`src/ssp_pkg.sv`:
```
// Purpose: Shared constants and types for the synchronous serial port
// Assumes: Word-addressed 16-bit register port, at most 8 live bits per register
// Notes: Field positions are bit indexes within the low byte
package ssp_pkg;
  // Register frame, word addresses
  localparam logic [15:0] ADDR_CONFIG = 16'h7040;
  localparam logic [15:0] ADDR_CONTROL = 16'h7041;
  localparam logic [15:0] ADDR_STATUS = 16'h7042;
  localparam logic [15:0] ADDR_RATE = 16'h7044;
  localparam logic [15:0] ADDR_RX_EMU = 16'h7046;
  localparam logic [15:0] ADDR_RX_BUF = 16'h7047;
  localparam logic [15:0] ADDR_TX_BUF = 16'h7048;
  localparam logic [15:0] ADDR_SHIFT = 16'h7049;
  localparam logic [15:0] ADDR_FIFO_TX = 16'h704a;
  localparam logic [15:0] ADDR_FIFO_RX = 16'h704b;
  localparam logic [15:0] ADDR_FIFO_DLY = 16'h704c;
  localparam logic [15:0] ADDR_PRIORITY = 16'h704f;
  // Field positions
  localparam int CFG_RUN = 7;
  localparam int CFG_POL = 6;
  localparam int CTL_OVR_IE = 4;
  localparam int CTL_PHASE = 3;
  localparam int CTL_MASTER = 2;
  localparam int CTL_TALK = 1;
  localparam int CTL_IE = 0;
  localparam int STS_OVR = 7;
  localparam int FF_EN = 6;
  localparam int FF_RUN = 5;
  // Reset values
  localparam logic [7:0] CFG_RST = 8'h00;
  localparam logic [7:0] CTL_RST = 8'h00;
  localparam logic [7:0] FF_RST = 8'h20;
  localparam logic [7:0] BYTE_ZERO = 8'h00;
  // Depths and rate limits
  localparam logic [4:0] FIFO_CAP = 5'h10;
  localparam logic [4:0] PLAIN_CAP = 5'h01;
  localparam logic [4:0] WORD_BITS = 5'h10;
  localparam logic [6:0] MIN_DIV = 7'h03;
  localparam logic [7:0] SLOW_PERIOD = 8'h04;
  typedef enum logic [1:0] {
    SSP_IDLE = 2'b00,
    SSP_XFER = 2'b01,
    SSP_GAP = 2'b10
  } ssp_state_t;
endpackage

```
`src/ssp_fifo.sv`:
```
// Purpose: Sixteen-word FIFO store with registered read data
// Assumes: Read data shows the head one cycle after pointers settle
// Notes: cap limits depth so the same store serves unbuffered mode
module ssp_fifo (
  input wire logic clk,
  input wire logic sys_rst,
  input wire logic clr,
  input wire logic push,
  input wire logic pop,
  input wire logic [4:0] cap,
  input wire logic [15:0] wdata,
  output logic [15:0] rdata,
  output logic [4:0] count
);
  logic [15:0] mem [0:15];
  logic [3:0] wp;
  logic [3:0] rp;
  logic do_push;
  logic do_pop;

  // Full and empty refuse silently; caller checks count
  assign do_push = push && (count < cap);
  assign do_pop = pop && (count != 5'h00);

  // Storage write
  always_ff @(posedge clk) begin
    if (do_push) begin
      mem[wp] <= wdata;
    end
  end

  // Registered head read
  always_ff @(posedge clk) begin
    rdata <= mem[rp];
  end

  // Pointers and fill level
  always_ff @(posedge clk) begin
    if (sys_rst || clr) begin
      wp <= 4'h0;
      rp <= 4'h0;
      count <= 5'h00;
    end else begin
      if (do_push) wp <= wp + 4'h1;
      if (do_pop) rp <= rp + 4'h1;
      count <= count + {4'h0, do_push} - {4'h0, do_pop};
    end
  end
endmodule // ssp_fifo

```
`src/ssp_port.sv`:
```
// Purpose: Synchronous four-wire serial port, master or slave
// Assumes: clk is also the peripheral bit-rate clock; pins are synchronous
// Notes: Notes on behaviour list follows
module ssp_port (
  input wire logic clk,
  input wire logic sys_rst,
  input wire logic [15:0] reg_addr,
  input wire logic reg_wr,
  input wire logic reg_rd,
  input wire logic [15:0] reg_wdata,
  output logic [15:0] reg_rdata,
  input wire logic serial_clock_line_i,
  output logic serial_clock_line_o,
  output logic serial_clock_line_oe,
  input wire logic slave_out_master_in_line_i,
  output logic slave_out_master_in_line_o,
  output logic slave_out_master_in_line_oe,
  input wire logic slave_in_master_out_line_i,
  output logic slave_in_master_out_line_o,
  output logic slave_in_master_out_line_oe,
  input wire logic slave_transmit_enable_line_n_i,
  output logic slave_transmit_enable_line_n_o,
  output logic slave_transmit_enable_line_n_oe,
  output logic rx_int,
  output logic tx_int
);
  logic [7:0] cfg;
  logic [7:0] ctl;
  logic [6:0] rate;
  logic [7:0] dly;
  logic [7:0] pri;
  logic [7:0] fftx;
  logic [7:0] ffrx;
  logic ovr;
  ssp_pkg::ssp_state_t state;
  logic [7:0] div;
  logic [7:0] gap;
  logic [5:0] ecnt;
  logic loaded;
  logic tx_rdy;
  logic sclk_q;
  logic mo;
  logic [15:0] tx_sh;
  logic [15:0] rx_sh;
  logic [15:0] q0;
  logic [15:0] q1;
  logic [1:0] sk_cnt;
  logic [7:0] next_rbyte;
  logic [15:0] tx_word;
  logic [15:0] rx_head;
  logic [4:0] tx_count;
  logic [4:0] rx_count;

  // Peripheral bit period in clk cycles
  function automatic logic [7:0] bit_period(input logic [6:0] d);
    if (d < ssp_pkg::MIN_DIV) begin
      return ssp_pkg::SLOW_PERIOD;
    end
    return {1'b0, d} + 8'h01;
  endfunction

  logic run, pol, phase, master, talk, fifo_en;
  logic [4:0] cap, len, sh_amt;
  logic [5:0] edges_word;
  logic [7:0] period, half;
  logic wr_tx, rd_rx, edge_m, edge_s, edge_any, wrap, cur_lvl;
  logic lead, trail, sample_ev, drive_ev, load_ev, pop_tx, word_done;
  logic in_bit, acc, push_rx;
  logic [1:0] eff;
  logic [15:0] tx_just, tx_load, mask, rx_word;

  // Control fields
  assign run = cfg[ssp_pkg::CFG_RUN];
  assign pol = cfg[ssp_pkg::CFG_POL];
  assign phase = ctl[ssp_pkg::CTL_PHASE];
  assign master = ctl[ssp_pkg::CTL_MASTER];
  assign talk = ctl[ssp_pkg::CTL_TALK];
  assign fifo_en = fftx[ssp_pkg::FF_EN];
  // Unbuffered mode reuses the FIFO at depth one
  assign cap = fifo_en ? ssp_pkg::FIFO_CAP : ssp_pkg::PLAIN_CAP;
  assign len = {1'b0, cfg[3:0]} + 5'h01;
  assign edges_word = {len, 1'b0};
  assign sh_amt = ssp_pkg::WORD_BITS - len;

  // Register strobes, full-word accesses only
  assign wr_tx = reg_wr && (reg_addr == ssp_pkg::ADDR_TX_BUF ||
                 reg_addr == ssp_pkg::ADDR_SHIFT);
  assign rd_rx = reg_rd && reg_addr == ssp_pkg::ADDR_RX_BUF;

  // Master bit clock divider
  assign period = bit_period(rate);
  assign half = period >> 1;
  assign wrap = div == period - 8'h01;
  assign edge_m = master && state == ssp_pkg::SSP_XFER &&
                  (wrap || div == half - 8'h01);
  // Deselected slave sees no clock edges
  assign edge_s = !master && !slave_transmit_enable_line_n_i &&
                  serial_clock_line_i != sclk_q;
  assign edge_any = run && (master ? edge_m : edge_s);
  assign cur_lvl = master ? serial_clock_line_o : sclk_q;
  assign lead = edge_any && cur_lvl == pol;
  assign trail = edge_any && cur_lvl != pol;
  // Phase delay samples on the first edge, else on the second
  assign sample_ev = phase ? lead : trail;
  assign drive_ev = phase ? trail : lead;

  // Word start: master when data settled, slave when selected
  assign load_ev = run && (master ?
                   (state == ssp_pkg::SSP_IDLE && tx_rdy) :
                   (!slave_transmit_enable_line_n_i && !loaded));
  assign pop_tx = load_ev && tx_rdy;
  assign word_done = edge_any && ecnt == edges_word - 6'h01 &&
                     (master ? state == ssp_pkg::SSP_XFER : loaded);
  assign tx_just = tx_word << sh_amt;
  assign tx_load = pop_tx ? tx_just : 16'h0000;
  assign in_bit = master ? slave_out_master_in_line_i :
                  slave_in_master_out_line_i;
  assign mask = 16'hffff >> sh_amt;
  assign rx_word = (phase ? rx_sh : {rx_sh[14:0], in_bit}) & mask;

  // Two-entry buffer between shifter and receive FIFO
  assign acc = word_done && sk_cnt != 2'h2;
  assign push_rx = sk_cnt != 2'h0 && rx_count < cap;
  assign eff = sk_cnt - {1'b0, push_rx};

  ssp_fifo u_tx_fifo (
    .clk(clk),
    .sys_rst(sys_rst),
    .clr(!run || !fftx[ssp_pkg::FF_RUN]),
    .push(wr_tx),
    .pop(pop_tx),
    .cap(cap),
    .wdata({ssp_pkg::BYTE_ZERO, reg_wdata[7:0]}),
    .rdata(tx_word),
    .count(tx_count)
  );

  ssp_fifo u_rx_fifo (
    .clk(clk),
    .sys_rst(sys_rst),
    .clr(!run || !ffrx[ssp_pkg::FF_RUN]),
    .push(push_rx),
    .pop(rd_rx),
    .cap(cap),
    .wdata(q0),
    .rdata(rx_head),
    .count(rx_count)
  );

  // Control register writes; upper byte is dropped
  always_ff @(posedge clk) begin
    if (sys_rst) begin
      cfg <= ssp_pkg::CFG_RST;
      ctl <= ssp_pkg::CTL_RST;
      rate <= 7'h00;
      dly <= ssp_pkg::BYTE_ZERO;
      pri <= ssp_pkg::BYTE_ZERO;
      fftx <= ssp_pkg::FF_RST;
      ffrx <= ssp_pkg::FF_RST;
    end else if (reg_wr) begin
      case (reg_addr)
        ssp_pkg::ADDR_CONFIG: cfg <= reg_wdata[7:0];
        ssp_pkg::ADDR_CONTROL: ctl <= reg_wdata[7:0];
        ssp_pkg::ADDR_RATE: rate <= reg_wdata[6:0];
        ssp_pkg::ADDR_FIFO_DLY: dly <= reg_wdata[7:0];
        ssp_pkg::ADDR_PRIORITY: pri <= reg_wdata[7:0];
        ssp_pkg::ADDR_FIFO_TX: fftx <= reg_wdata[7:0];
        ssp_pkg::ADDR_FIFO_RX: ffrx <= reg_wdata[7:0];
        default: ;
      endcase
    end
  end

  // Overrun flag: a lost word wins over a same-cycle clear
  always_ff @(posedge clk) begin
    if (sys_rst || !run) begin
      ovr <= 1'b0;
    end else if (word_done && !acc) begin
      ovr <= 1'b1;
    end else if (reg_wr && reg_addr == ssp_pkg::ADDR_STATUS &&
                 reg_wdata[ssp_pkg::STS_OVR]) begin
      ovr <= 1'b0;
    end
  end

  // Read data selection
  always_comb begin
    case (reg_addr)
      ssp_pkg::ADDR_CONFIG: next_rbyte = cfg;
      ssp_pkg::ADDR_CONTROL: next_rbyte = ctl;
      ssp_pkg::ADDR_STATUS:
        next_rbyte = {ovr, rx_count != 5'h00, tx_count >= cap,
                      5'h00};
      ssp_pkg::ADDR_RATE: next_rbyte = {1'b0, rate};
      ssp_pkg::ADDR_RX_EMU: next_rbyte = rx_head[7:0];
      ssp_pkg::ADDR_RX_BUF: next_rbyte = rx_head[7:0];
      ssp_pkg::ADDR_TX_BUF: next_rbyte = tx_word[7:0];
      ssp_pkg::ADDR_SHIFT: next_rbyte = rx_sh[7:0];
      ssp_pkg::ADDR_FIFO_TX: next_rbyte = {fftx[7:5], tx_count};
      ssp_pkg::ADDR_FIFO_RX: next_rbyte = {ffrx[7:5], rx_count};
      ssp_pkg::ADDR_FIFO_DLY: next_rbyte = dly;
      ssp_pkg::ADDR_PRIORITY: next_rbyte = pri;
      default: next_rbyte = ssp_pkg::BYTE_ZERO;
    endcase
  end

  // Read port; unmapped words read zero
  always_ff @(posedge clk) begin
    if (sys_rst) begin
      reg_rdata <= 16'h0000;
    end else if (reg_rd) begin
      reg_rdata <= {ssp_pkg::BYTE_ZERO, next_rbyte};
    end
  end

  // Transmit data is valid one cycle after any pointer move
  always_ff @(posedge clk) begin
    if (sys_rst) begin
      tx_rdy <= 1'b0;
    end else begin
      tx_rdy <= tx_count != 5'h00 && !pop_tx && !wr_tx;
    end
  end

  // Master sequencing with inter-word wait
  always_ff @(posedge clk) begin
    if (sys_rst || !run) begin
      state <= ssp_pkg::SSP_IDLE;
      gap <= ssp_pkg::BYTE_ZERO;
    end else begin
      case (state)
        ssp_pkg::SSP_IDLE: begin
          if (master && load_ev) state <= ssp_pkg::SSP_XFER;
        end
        ssp_pkg::SSP_XFER: begin
          if (word_done) begin
            state <= ssp_pkg::SSP_GAP;
            gap <= fifo_en ? dly : ssp_pkg::BYTE_ZERO;
          end
        end
        ssp_pkg::SSP_GAP: begin
          if (gap == ssp_pkg::BYTE_ZERO) begin
            state <= ssp_pkg::SSP_IDLE;
          end else if (wrap) begin
            gap <= gap - 8'h01;
          end
        end
        default: state <= ssp_pkg::SSP_IDLE;
      endcase
    end
  end

  // Divider runs only while a word or its wait is in progress
  always_ff @(posedge clk) begin
    if (sys_rst || state == ssp_pkg::SSP_IDLE) begin
      div <= ssp_pkg::BYTE_ZERO;
    end else begin
      div <= wrap ? ssp_pkg::BYTE_ZERO : div + 8'h01;
    end
  end

  // Edge count and slave word framing
  always_ff @(posedge clk) begin
    if (sys_rst || !run || master || slave_transmit_enable_line_n_i) begin
      loaded <= 1'b0;
    end else if (load_ev) begin
      loaded <= 1'b1;
    end else if (word_done) begin
      loaded <= 1'b0;
    end
  end

  always_ff @(posedge clk) begin
    if (sys_rst || !run || load_ev || word_done ||
        (!master && slave_transmit_enable_line_n_i)) begin
      ecnt <= 6'h00;
    end else if (edge_any) begin
      ecnt <= ecnt + 6'h01;
    end
  end

  // Previous level of the slave clock for edge detection
  always_ff @(posedge clk) begin
    if (sys_rst) begin
      sclk_q <= 1'b0;
    end else begin
      sclk_q <= serial_clock_line_i;
    end
  end

  // Transmit shifter, MSB first; delayed phase presets the first bit
  always_ff @(posedge clk) begin
    if (sys_rst) begin
      tx_sh <= 16'h0000;
      mo <= 1'b0;
    end else if (load_ev) begin
      if (phase) mo <= tx_load[15];
      tx_sh <= phase ? tx_load << 1 : tx_load;
    end else if (drive_ev) begin
      mo <= tx_sh[15];
      tx_sh <= tx_sh << 1;
    end
  end

  // Receive shifter runs whether or not transmit is enabled
  always_ff @(posedge clk) begin
    if (sys_rst) begin
      rx_sh <= 16'h0000;
    end else if (sample_ev) begin
      rx_sh <= {rx_sh[14:0], in_bit};
    end
  end

  // Buffer absorbs a word while the receive FIFO is full
  always_ff @(posedge clk) begin
    if (sys_rst || !run) begin
      sk_cnt <= 2'h0;
      q0 <= 16'h0000;
      q1 <= 16'h0000;
    end else begin
      if (push_rx) q0 <= q1;
      if (acc && eff == 2'h0) q0 <= rx_word;
      if (acc && eff != 2'h0) q1 <= rx_word;
      sk_cnt <= eff + {1'b0, acc};
    end
  end

  // Pin drivers; transmit off releases only the data output
  always_ff @(posedge clk) begin
    if (sys_rst) begin
      serial_clock_line_o <= 1'b0;
      serial_clock_line_oe <= 1'b0;
      slave_out_master_in_line_oe <= 1'b0;
      slave_in_master_out_line_oe <= 1'b0;
      slave_transmit_enable_line_n_o <= 1'b1;
      slave_transmit_enable_line_n_oe <= 1'b0;
    end else begin
      if (state != ssp_pkg::SSP_XFER) begin
        serial_clock_line_o <= pol;
      end else if (edge_m) begin
        serial_clock_line_o <= !serial_clock_line_o;
      end
      serial_clock_line_oe <= run && master;
      slave_in_master_out_line_oe <= run && master && talk;
      slave_out_master_in_line_oe <= run && !master && talk &&
        !slave_transmit_enable_line_n_i;
      slave_transmit_enable_line_n_o <= state != ssp_pkg::SSP_XFER;
      slave_transmit_enable_line_n_oe <= run && master;
    end
  end

  assign slave_in_master_out_line_o = mo;
  assign slave_out_master_in_line_o = mo;

  // Service requests for interrupt-driven software
  always_ff @(posedge clk) begin
    if (sys_rst) begin
      rx_int <= 1'b0;
      tx_int <= 1'b0;
    end else begin
      rx_int <= (ctl[ssp_pkg::CTL_IE] && rx_count != 5'h00) ||
                (ctl[ssp_pkg::CTL_OVR_IE] && ovr);
      tx_int <= ctl[ssp_pkg::CTL_IE] && run && tx_count == 5'h00;
    end
  end
endmodule // ssp_port

```
`config.mk`:
```
export PLATFORM = sky130hd
export DESIGN_NAME = ssp_port
export DESIGN_NICKNAME = d
export VERILOG_FILES = /design/src/ssp_pkg.sv /design/src/ssp_fifo.sv /design/src/ssp_port.sv
export SDC_FILE = /design/constraint.sdc
export NUM_CORES = 1
export LEC_CHECK = 0
export BUFFER_PORTS_ARGS = -buffer_cell sky130_fd_sc_hd__buf_2
export CORE_UTILIZATION = 34
export DETAILED_ROUTE_END_ITERATION = 10
export MAX_ROUTING_LAYER = met4
export PLACE_DENSITY_LB_ADDON = 0.3
export REMOVE_ABC_BUFFERS = 1
export SYNTH_ARGS = -nofsm -noshare
export SYNTH_HDL_FRONTEND = slang
export SYNTH_SLANG_ARGS = --single-unit
```
`constraint.sdc`:
```
create_clock -name clk -period 4.9 [get_ports clk]
set_clock_uncertainty 0.1 [all_clocks]
set_input_delay 0.735 -clock clk [delete_from_list [all_inputs] [get_ports clk]]
set_output_delay 0.735 -clock clk [all_outputs]
set_load 0.005 [all_outputs]
```
==> results of run 1 <==
## power by group
part | switching (mW) | leakage, nW | total (mW) | internal (mW)
logic | 0.0716 | 2.81 | 0.0931 | 0.0215
registers | 0.00303 | 3.43 | 3.80 | 3.80
clock network | 1.45 | 0.718 | 3.45 | 2.00
## logic make-up (layout without fill, tap and decap cells)
logic type | after synthesis | in the layout | share of synthesized area [%]
buffers and inverters | 149 | 221 | 3.28
AO/OA/AOI/OAI | 224 | 224 | 7.89
multiplexers | 169 | 169 | 14.2
adder cells (fa/ha/maj) | 45 | 45 | 2.95
AND/OR/NAND/NOR | 477 | 477 | 11.4
XOR/XNOR | 68 | 68 | 3.39
other | 1 | 13 | 0.0191
flip-flops | 429 | 429 | 56.9
## worst min-delay path by stage
stage	slack, ns	depth (start not counted)	to
after global placement	0.34	2	ctl[7]
after global routing	0.33	2	sclk_q
final	0.32	2	sclk_q
after CTS	0.30	2	sclk_q
after floorplan	0.33	2	ctl[6]
after detailed placement	0.35	2	ctl[5]
## Yosys cell counts, drive strengths merged (5+ instances only)
cell type	number	area, µm²
nor4	6	58.8
nand2	159	599
xor2	26	228
inv	42	158
a221oi	10	87.6
nor2b	9	56.3
a22oi	18	135
dfxtp	173	3460
mux2i	67	671
ha	43	538
a211oi	13	97.6
nor2	139	537
and3	19	119
and2	7	43.8
mux4	85	1910
nand3	50	250
nand4	8	62.6
clkbuf	65	245
o22ai	16	100
or3	11	68.8
a31oi	9	56.3
a222oi	6	60.1
a21oi	74	400
xnor2	37	324
buf	42	240
or2	5	31.3
nand2b	11	68.8
edfxtp	256	7690
mux2	17	195
o21ai	27	135
nor3	32	165
## layout make-up
type	count	area (µm²)
inverters	42	158
diodes	5	12.5
repair buffers	94	583
multi-input cells	991	7860
clock inverters	32	329
clock buffers	53	1180
fillers	5366	34500
well taps	756	946
flip-flops and latches	429	11200
## sequential cells by signal, indices dropped and copies added (netlist names), 6 cells and up
| name | count |
|---|---|
| u_rx_fifo.mem | 128 |
| u_tx_fifo.mem | 128 |
| tx_sh | 16 |
| cfg | 8 |
| ctl | 8 |
| div | 8 |
| dly | 8 |
| gap | 8 |
| pri | 8 |
| q0 | 8 |
| q1 | 8 |
| reg_rdata | 8 |
| rx_sh | 8 |
| u_rx_fifo.rdata | 8 |
| u_tx_fifo.rdata | 8 |
| rate | 7 |
| ecnt | 6 |
## per-stage QoR
| stage | cell area, µm² | setup slack [ns] | util [%] | power, mW | instances |
|---|---|---|---|---|---|
| after floorplan | 19200 | 0.515 | - | 3.90 | 1462 |
| final | 22200 | 0.507 | 39.2 | 7.34 | 2402 |
| after global placement | 20700 | 0.625 | 36.5 | 3.97 | 2312 |
| after global routing | 22200 | 0.229 | 39.2 | 7.59 | 2400 |
| after CTS | 22200 | 0.504 | 39.2 | 7.43 | 2397 |
| after detailed placement | 20700 | 0.539 | 36.5 | 3.97 | 2312 |
## per-layer routing
layer	GRT usage, %	up-vias	part of all wire, %
li1	-	5881	-
met1	21.7	6192	45
met2	25.5	317	46
met3	3.99	61	6.5
met4	4.24	0	1.9
met5	-	-	0
## worst max-delay path, cell delays in order (launching register included)
cell                        delay, ns
sky130_fd_sc_hd__dfxtp_1         0.57
sky130_fd_sc_hd__ha_1            0.42
sky130_fd_sc_hd__xor2_1          0.11
sky130_fd_sc_hd__a21oi_1         0.23
sky130_fd_sc_hd__ha_1            0.34
sky130_fd_sc_hd__nand2_1         0.09
sky130_fd_sc_hd__mux2_4          0.31
sky130_fd_sc_hd__and4b_1         0.22
sky130_fd_sc_hd__a311oi_1        0.28
sky130_fd_sc_hd__o311ai_1        0.22
sky130_fd_sc_hd__o2111ai_4       0.41
sky130_fd_sc_hd__a21oi_2         0.15
sky130_fd_sc_hd__or4_1           0.71
sky130_fd_sc_hd__a21oi_2         0.17
==> results by stage, run 1 <==
GRT:
- The via count of the first global-routing pass is approximately 12000.
- Entering global routing, the biggest net connects 56 pins.
- The initial antenna violation count was 3.
- The overflow left after global routing is 0.
- In the global route stage, overall resource usage came out at approximately 16%.
- The wire length of the first global-routing pass is 72.7 mm.

STA:
- Headroom to the max-slew limit came out at between 30% and 40%.
- The peak clock frequency supported by timing is 0.228 GHz.
- The clock period minus worst slack is 4.39 ns.
- The total negative slack is 0 ns.
- Setup repair after global routing left no endpoint under its margin.
- Setup violations remaining at the end of the flow were counted as 0.
- The share of the clock period used by the worst path is between 80% and 90%.
- The number of endpoints with negative hold slack in the final report is 0.
- The total count of max-transition violations in the final report was 0.
- The worst hold margin is 0.325 ns.
- The transition time of the tightest slew-check pin is just under 1 ns.

Setup path:
- The critical path ends at ecnt[1].
- The data required time at the worst endpoint is approximately 5.3 ns.
- The capturing element type of the critical path is a flip-flop.
- The worst-path maximum fanout is 12.
- At the worst endpoint, the arrival time is 4.81 ns.
- The worst setup path startpoint is rate[0].
- The worst register-to-register path has a depth of 13.
- The reg-to-reg critical path endpoint is ecnt[1].
- In this run the critical register-to-register path is launched from rate[0].
- The worst setup path is launched from a flip-flop.
- The setup path with the least slack is of type flip-flop to flip-flop.
- The setup check on the worst reg-to-reg path leaves a slack of 0.51 ns.

Place:
- Detailed placement ended at an HPWL of ~32 mm.
- The final weighted congestion in routability-driven placement is slightly below 0.9.
- The number of port buffers is just under 50.

Clock tree:
- The cell at the root of the clock tree is sky130_fd_sc_hd__clkbuf_16.
- The depth of the CTS H-tree is 2.
- The number of hold buffers added after CTS was 0.
- Gates resized during post-CTS repair numbered 0.
- TritonCTS built the clock tree.
- The number of sinks driven by the clock tree is 429.
- The clock transition at the registers of the reported paths is around 0.060 ns.
- The longest clock path from root to sink contains 3 buffers.
- The post-CTS repair timing setup buffer count is 0.
- Counting the buffers created by CTS gives between 40 and 50.
- The worst-skew pair later-pin latency is 0.58 ns.

Floorplanning:
- between 60 and 70 I/O pins were placed.
- The initial cell density of the core is about 35%.
- The die covers a little under 60000 µm².
- The vertical extent of the die is around 240 µm.
- In this run the standard cell core region covers 56700 µm².
- From left edge to right edge, the die measures between 200 and 250 µm.
- The floorplan has 87 rows.

Synthesis:
- After synthesis, the netlist uses 87 different library cells.
- The number of warning messages in the yosys log is 0.
- The dominant register cell in the synthesized netlist is sky130_fd_sc_hd__edfxtp_1.
- The fraction of registers with async set/reset is 0%.
- After synthesis the netlist holds a flip-flop and latch count of between 400 and 500.
- Each instance of the synthesized netlist takes up on average 12.6 µm².
- In the synthesized netlist, the number of instances is 1562.
- The mapped netlist covers approximately 20000 µm².
- Yosys mapped a number of flops with a built-in enable equal to around 260.
- The share of the Yosys chip area taken by registers is 56.9%.

Hold path:
- The tightest min-delay check is of the primary input to flip-flop type.
- The worst hold path begins at serial_clock_line_i.

Cells and area:
- The final-stage net count is 1689.
- The top cell types in the final layout, fill and taps aside, are sky130_fd_sc_hd__edfxtp_1, sky130_fd_sc_hd__dfxtp_1, sky130_fd_sc_hd__nand2_1.
- Compared with the post-synthesis result, the final layout area differs by 13.3%.
- Of the cells placed in the final design, the portion with a size suffix greater than 1 is a little under a fifth.
- The leading cell type in the layout, fill and taps excluded is sky130_fd_sc_hd__edfxtp_1.

Power and ir drop:
- Dividing total power by cell area gives a power density of 330 nW/µm².
- The leakage power of the design is 6.96 nW.
- Across the VDD grid, the largest voltage drop is between 0.2 and 0.25 mV.

Route:
- The remaining routing DRC violations is 0.
- Using the TritonRoute via totals, the vias-per-cell ratio works out to ~5.2.
- The first routing iteration left about 1200 violations.
- The pre-antenna-repair detailed-routing pass consisted of 8 iterations.
- After detailed routing, the average wire length per cell comes to 19.7 µm.
- The overall via count from detail_route is ~12000.
- The detail route stage leaves a number of antenna-violating nets equal to 0.
- After detailed routing, the total wire length is roughly 47 mm.

Run:
- The number of violations of the max-capacitance limit is 0.

Status:
- The flow ran to the end, and the final reports show no timing, DRC or antenna violations.
No activity file was read; power rests on OpenSTA's default activity.
==> run 2: changes to the inputs <==
--- a/config.mk
+++ b/config.mk
@@ -5,7 +5,9 @@
 export SDC_FILE = /design/constraint.sdc
 export NUM_CORES = 1
 export LEC_CHECK = 0
+export ABC_AREA = 1
 export BUFFER_PORTS_ARGS = -buffer_cell sky130_fd_sc_hd__buf_2
+export CORE_ASPECT_RATIO = 0.75
 export CORE_UTILIZATION = 34
 export DETAILED_ROUTE_END_ITERATION = 10
 export MAX_ROUTING_LAYER = met4
==> run 2 against run 1 <==
  * Die area grew 1.2%
  * Utilization shrank 0.24 points
  * Cell count grew 23%
  * Cell area grew 0.81%
  * Routed wire length grew 13%
  * Synthesized cell count grew 35%
  * Highest routed layer unchanged
  * Critical path depth grew 2
  * Register-to-register slack gained 0.31 ns
==> results by stage, run 2 <==
Synthesis:
- The synthesized design spends more area on one cell type than any other, namely sky130_fd_sc_hd__edfxtp_1.
- The number of warning messages in the yosys log came to 0 (unchanged).
- After synthesis, the most frequently instantiated cells are sky130_fd_sc_hd__nand2_1, sky130_fd_sc_hd__nor2_1, sky130_fd_sc_hd__edfxtp_1.
- The total standard cell area after synthesis is 19900 µm² (+1.2%).
- The area share of the largest cell type after synthesis is 38.7% (-0.48 points).
- The dominant register cell in the synthesized netlist is sky130_fd_sc_hd__edfxtp_1.
- The fraction of registers with async set/reset is 0% (unchanged).
- The library cell with the highest instance count after synthesis is sky130_fd_sc_hd__nand2_1.
- The number of distinct library cells after synthesis is 62 (-29%).
- The count of flip-flops with a built-in enable after synthesis is 256 (unchanged).
- The number of flip-flops and latches in the synthesized netlist is 429 (unchanged).
- The synthesized instance count came to 2113 (+35%).
- The post-synthesis area per instance is 9.40 µm² (-25%).
- Ranked by total cell area, the synthesized netlist is headed by sky130_fd_sc_hd__edfxtp_1, sky130_fd_sc_hd__dfxtp_1, sky130_fd_sc_hd__nand2_1, sky130_fd_sc_hd__nor2_1, sky130_fd_sc_hd__o21ai_0.
- The sequential element share of the synthesized area was 56.2% (-0.70 points).

Clock tree:
- The post-CTS repair timing setup buffer count is 0 (unchanged).
- The number of hold buffers added after CTS is 0 (unchanged).
- Clock tree synthesis selected as its root buffer the cell sky130_fd_sc_hd__clkbuf_16.
- The number of sinks driven by the clock tree came to 429 (unchanged).
- The post-cts gate resize count is 0 (unchanged).
- The number of buffers added by the clock tree synthesis step is 46 (unchanged).
- The depth of the CTS H-tree is 2 (unchanged).
- The deepest clock path buffer count is 3 (unchanged).
- The clock transition at the registers of the reported paths is 0.06 ns (about the same).
- The TritonCTS clock tree is done.
- The worst-skew pair later-pin latency is 0.61 ns (+0.03 ns).

Power and ir drop:
- The share of total power in sequential cells is 50.2% (-1.6 points).
- The combinational power share is 1.1% (-0.2 points).
- The net load switching power was 1.60 mW (+4.9%).
- The internal power is 5.96 mW (+2.4%).
- The total design power came to 7.56 mW (+2.9%).
- The maximum ir drop on the vdd rail is 0.284 mV (+19%).
- The switching part of the total power is 21.2% (+0.41 points).
- The power density over the cells was 337 nW/µm² (+2.1%).
- The leakage power of the design is 7.70 nW (+11%).
- The share of power burned in the clock network came to 48.6% (+1.7 points).

STA:
- Setup repair after global routing left no endpoint under its margin.
- The share of the clock period used by the worst path is 83.3% (-6.4 points).
- The clock period minus worst slack is 4.08 ns (-0.312 ns).
- The number of setup violations in the final report came to 0 (unchanged).
- The peak clock frequency supported by timing is 0.245 GHz (+7.6%).
- The headroom to the max-slew limit is 22.3% (-12 points).
- The total count of max-transition violations in the final report is 0 (unchanged).
- The total negative slack came to 0 ns (unchanged).
- The transition time of the tightest slew-check pin is 1.17 ns (+0.180 ns).
- The number of endpoints with negative hold slack in the final report is 0 (unchanged).

GRT:
- The wire length of the first global-routing pass is 82.7 mm (+14%).
- The via count of the first global-routing pass came to 14100 (+16%).
- The initial antenna violation count is 4 (+1).
- The total global routing track utilization is 18.6% (+2.1 points).
- The overflow left after global routing is 0 (unchanged).
- The largest net degree at the start of global routing is 68 (+21%).

Floorplanning:
- The initial cell density of the core is 34.5% (-0.069 points).
- The boundary pin count is 66 (unchanged).
- The vertical extent of the die is 211 µm (-13%).
- The row count is 76 (-13%).
- The die footprint is 59400 µm² (+1.2%).
- The horizontal die dimension is 281 µm (+16%).
- The core area came to 57500 µm² (+1.4%).

Cells and area:
- In the final layout, the registers with the most flip-flops are u_rx_fifo.mem x128, u_tx_fifo.mem x128, tx_sh x16.
- The signed area change from the synthesized netlist to the final layout is 12.8%.
- The library cells used most frequently in the layout, excluding fill and tap cells, are sky130_fd_sc_hd__nand2_1, sky130_fd_sc_hd__nor2_1, sky130_fd_sc_hd__edfxtp_1.
- Leaving out fill and tap cells, the most frequent cell in the layout is sky130_fd_sc_hd__nand2_1.
- The post-route core utilization is 38.9% (-0.24 points).
- The number of standard cells in the final layout excluding fillers is 2957 (+23%).
- The share of final-layout standard cells stronger than drive strength 1 was 8.97% (-9.4 points).
- The final-stage net count is 2220 (+31%).

Run:
- The number of violations of the max-capacitance limit is 0 (unchanged).

Setup path:
- The capturing element type of the critical path is a flip-flop.
- The depth of the worst register-to-register path is 15 (+2).
- The data required time at the worst endpoint is 5.28 ns (-0.04 ns).
- The worst flop-to-flop path startpoint is u_rx_fifo.count[1].
- The kind of critical path is flip-flop to flip-flop.
- The data arrival time at the worst-slack endpoint is 4.46 ns (-0.35 ns).
- The worst-path maximum fanout is 15 (+3).
- The endpoint identified for the worst register-to-register timing path is q1[2].
- The setup slack on the worst flop-to-flop path is 0.82 ns (+0.31 ns).
- The element type at the critical path start is a flip-flop.

Hold path:
- The destination of the worst hold path is sclk_q.
- The startpoint identified for the worst hold timing path is serial_clock_line_i.
- The worst hold path stage count is 3 (+1).
- The class of the tightest hold or removal check is primary input to flip-flop.

Place:
- The cell count after placement is 2867 (+24%).
- The half-perimeter wire length of the detailed placement result is 36.6 mm (+14%).
- The number of port buffers is 49 (unchanged).
- The final weighted congestion in routability-driven placement is 0.925 (+5.5%).

Route:
- The remaining routing DRC violations came to 0 (unchanged).
- The post-detailed-route wirelength per cell is 18.1 µm (-7.9%).
- The overall via count from detail_route is 15400 (+24%).
- The first-pass iteration count of the detailed router is 5 (-3).
- The number of nets with antenna violations after routing is 0 (unchanged).
- The DRC marker count from the first detailed-route iteration was 1468 (+19%).
- The mean number of vias per cell was 5.22 (+0.68%).
- The post-detailed-routing wire length is 53.6 mm (+13%).

Status:
- The run finished with clean final reports.
-- run 2: cell types whose count changed after synthesis, moves of 34 or more --
cell,previous run,this run
sky130_fd_sc_hd__mux2i_1,67,25
sky130_fd_sc_hd__nand2_1,158,327
sky130_fd_sc_hd__nor2_1,133,296
sky130_fd_sc_hd__xnor2_1,37,3
sky130_fd_sc_hd__o221ai_1,0,56
sky130_fd_sc_hd__nand3_1,50,84
sky130_fd_sc_hd__inv_1,42,184
sky130_fd_sc_hd__mux4_2,85,0
sky130_fd_sc_hd__o21ai_0,27,191
sky130_fd_sc_hd__a21oi_1,70,124
-- run 2: per-stage QoR --
stage | instance area (µm²) | hold WS (ns) | setup slack, ns
after global routing | 22400 | 0.304 | 0.313
after floorplan | 19500 | 0.332 | 1.20
final | 22400 | 0.294 | 0.819
after CTS | 22400 | 0.267 | 0.882
after global placement | 20800 | 0.339 | 0.906
after detailed placement | 20800 | 0.353 | 0.924
-- run 2: worst max-delay path by stage --
| stage | startpoint | slack, ns | endpoint |
|---|---|---|---|
| after floorplan | u_tx_fifo.rp[0] | 1.20 | u_tx_fifo.rdata[1] |
| after global placement | reg_addr[5] | 0.91 | u_tx_fifo.count[4] |
| after detailed placement | reg_addr[5] | 0.92 | u_tx_fifo.count[4] |
| after CTS | u_rx_fifo.count[1] | 0.88 | q1[0] |
| after global routing | u_rx_fifo.count[1] | 0.31 | q1[0] |
| final | u_rx_fifo.count[1] | 0.82 | q1[2] |
-- run 2: cells by family after synthesis --
| family | share of synthesized area (%) |
|---|---|
| and+or+nand+nor | 17.6 |
| xor gates and xnor gates | 0.794 |
| muxes | 1.26 |
| AOI/OAI and AO/OA | 15.3 |
| DFF | 56.2 |
| buffers and inverters | 6.00 |
| other | 0.0189 |
| adders and majority gates | 2.91 |
-- run 2: area by class of cell --
type                            instances  area (µm²)
Fill cell                            5626       35100
Sequential cell                       429       11200
Multi-Input combinational cell       1396        7540
Clock buffer                           60        1280
Tap cell                              780         976
Inverter                              200         762
Timing Repair Buffer                   62         343
Clock inverter                         26         333
Antenna cell                            4        10.0
-- run 2: worst max-delay path, cell delays in order (launching register included) --
cell and delay [ns]:
sky130_fd_sc_hd__dfxtp_1 0.46, sky130_fd_sc_hd__inv_1 0.14, sky130_fd_sc_hd__ha_1 0.22, sky130_fd_sc_hd__o21ai_0 0.07, sky130_fd_sc_hd__nand3_1 0.11, sky130_fd_sc_hd__nand2_1 0.09, sky130_fd_sc_hd__nand2_1 0.24, sky130_fd_sc_hd__inv_1 0.53
sky130_fd_sc_hd__ha_1 0.27, sky130_fd_sc_hd__xor2_1 0.09, sky130_fd_sc_hd__nor2_1 0.47, sky130_fd_sc_hd__clkinv_1 0.53, sky130_fd_sc_hd__nand2_4 0.32, sky130_fd_sc_hd__inv_2 0.10, sky130_fd_sc_hd__o21ai_0 0.16, sky130_fd_sc_hd__nor2_1 0.05
-- run 2: power by group through the flow --
stage / combinational, mW / sequential, mW / clock, mW
finish: 0.0839 / 3.80 / 3.68
global route: 0.0922 / 3.79 / 3.90
floorplan: 0.0240 / 3.87 / 0
detailed placement: 0.0833 / 3.87 / 0
CTS: 0.0833 / 3.80 / 3.75
global placement: 0.0816 / 3.87 / 0
-- run 2: per-layer routing --
metal  part of all wire [%]  global-route usage [%]
met4                    1.8                    4.67
met2                     42                    25.8
met1                     49                    27.5
met3                    7.9                    3.61
met5                      0                       -
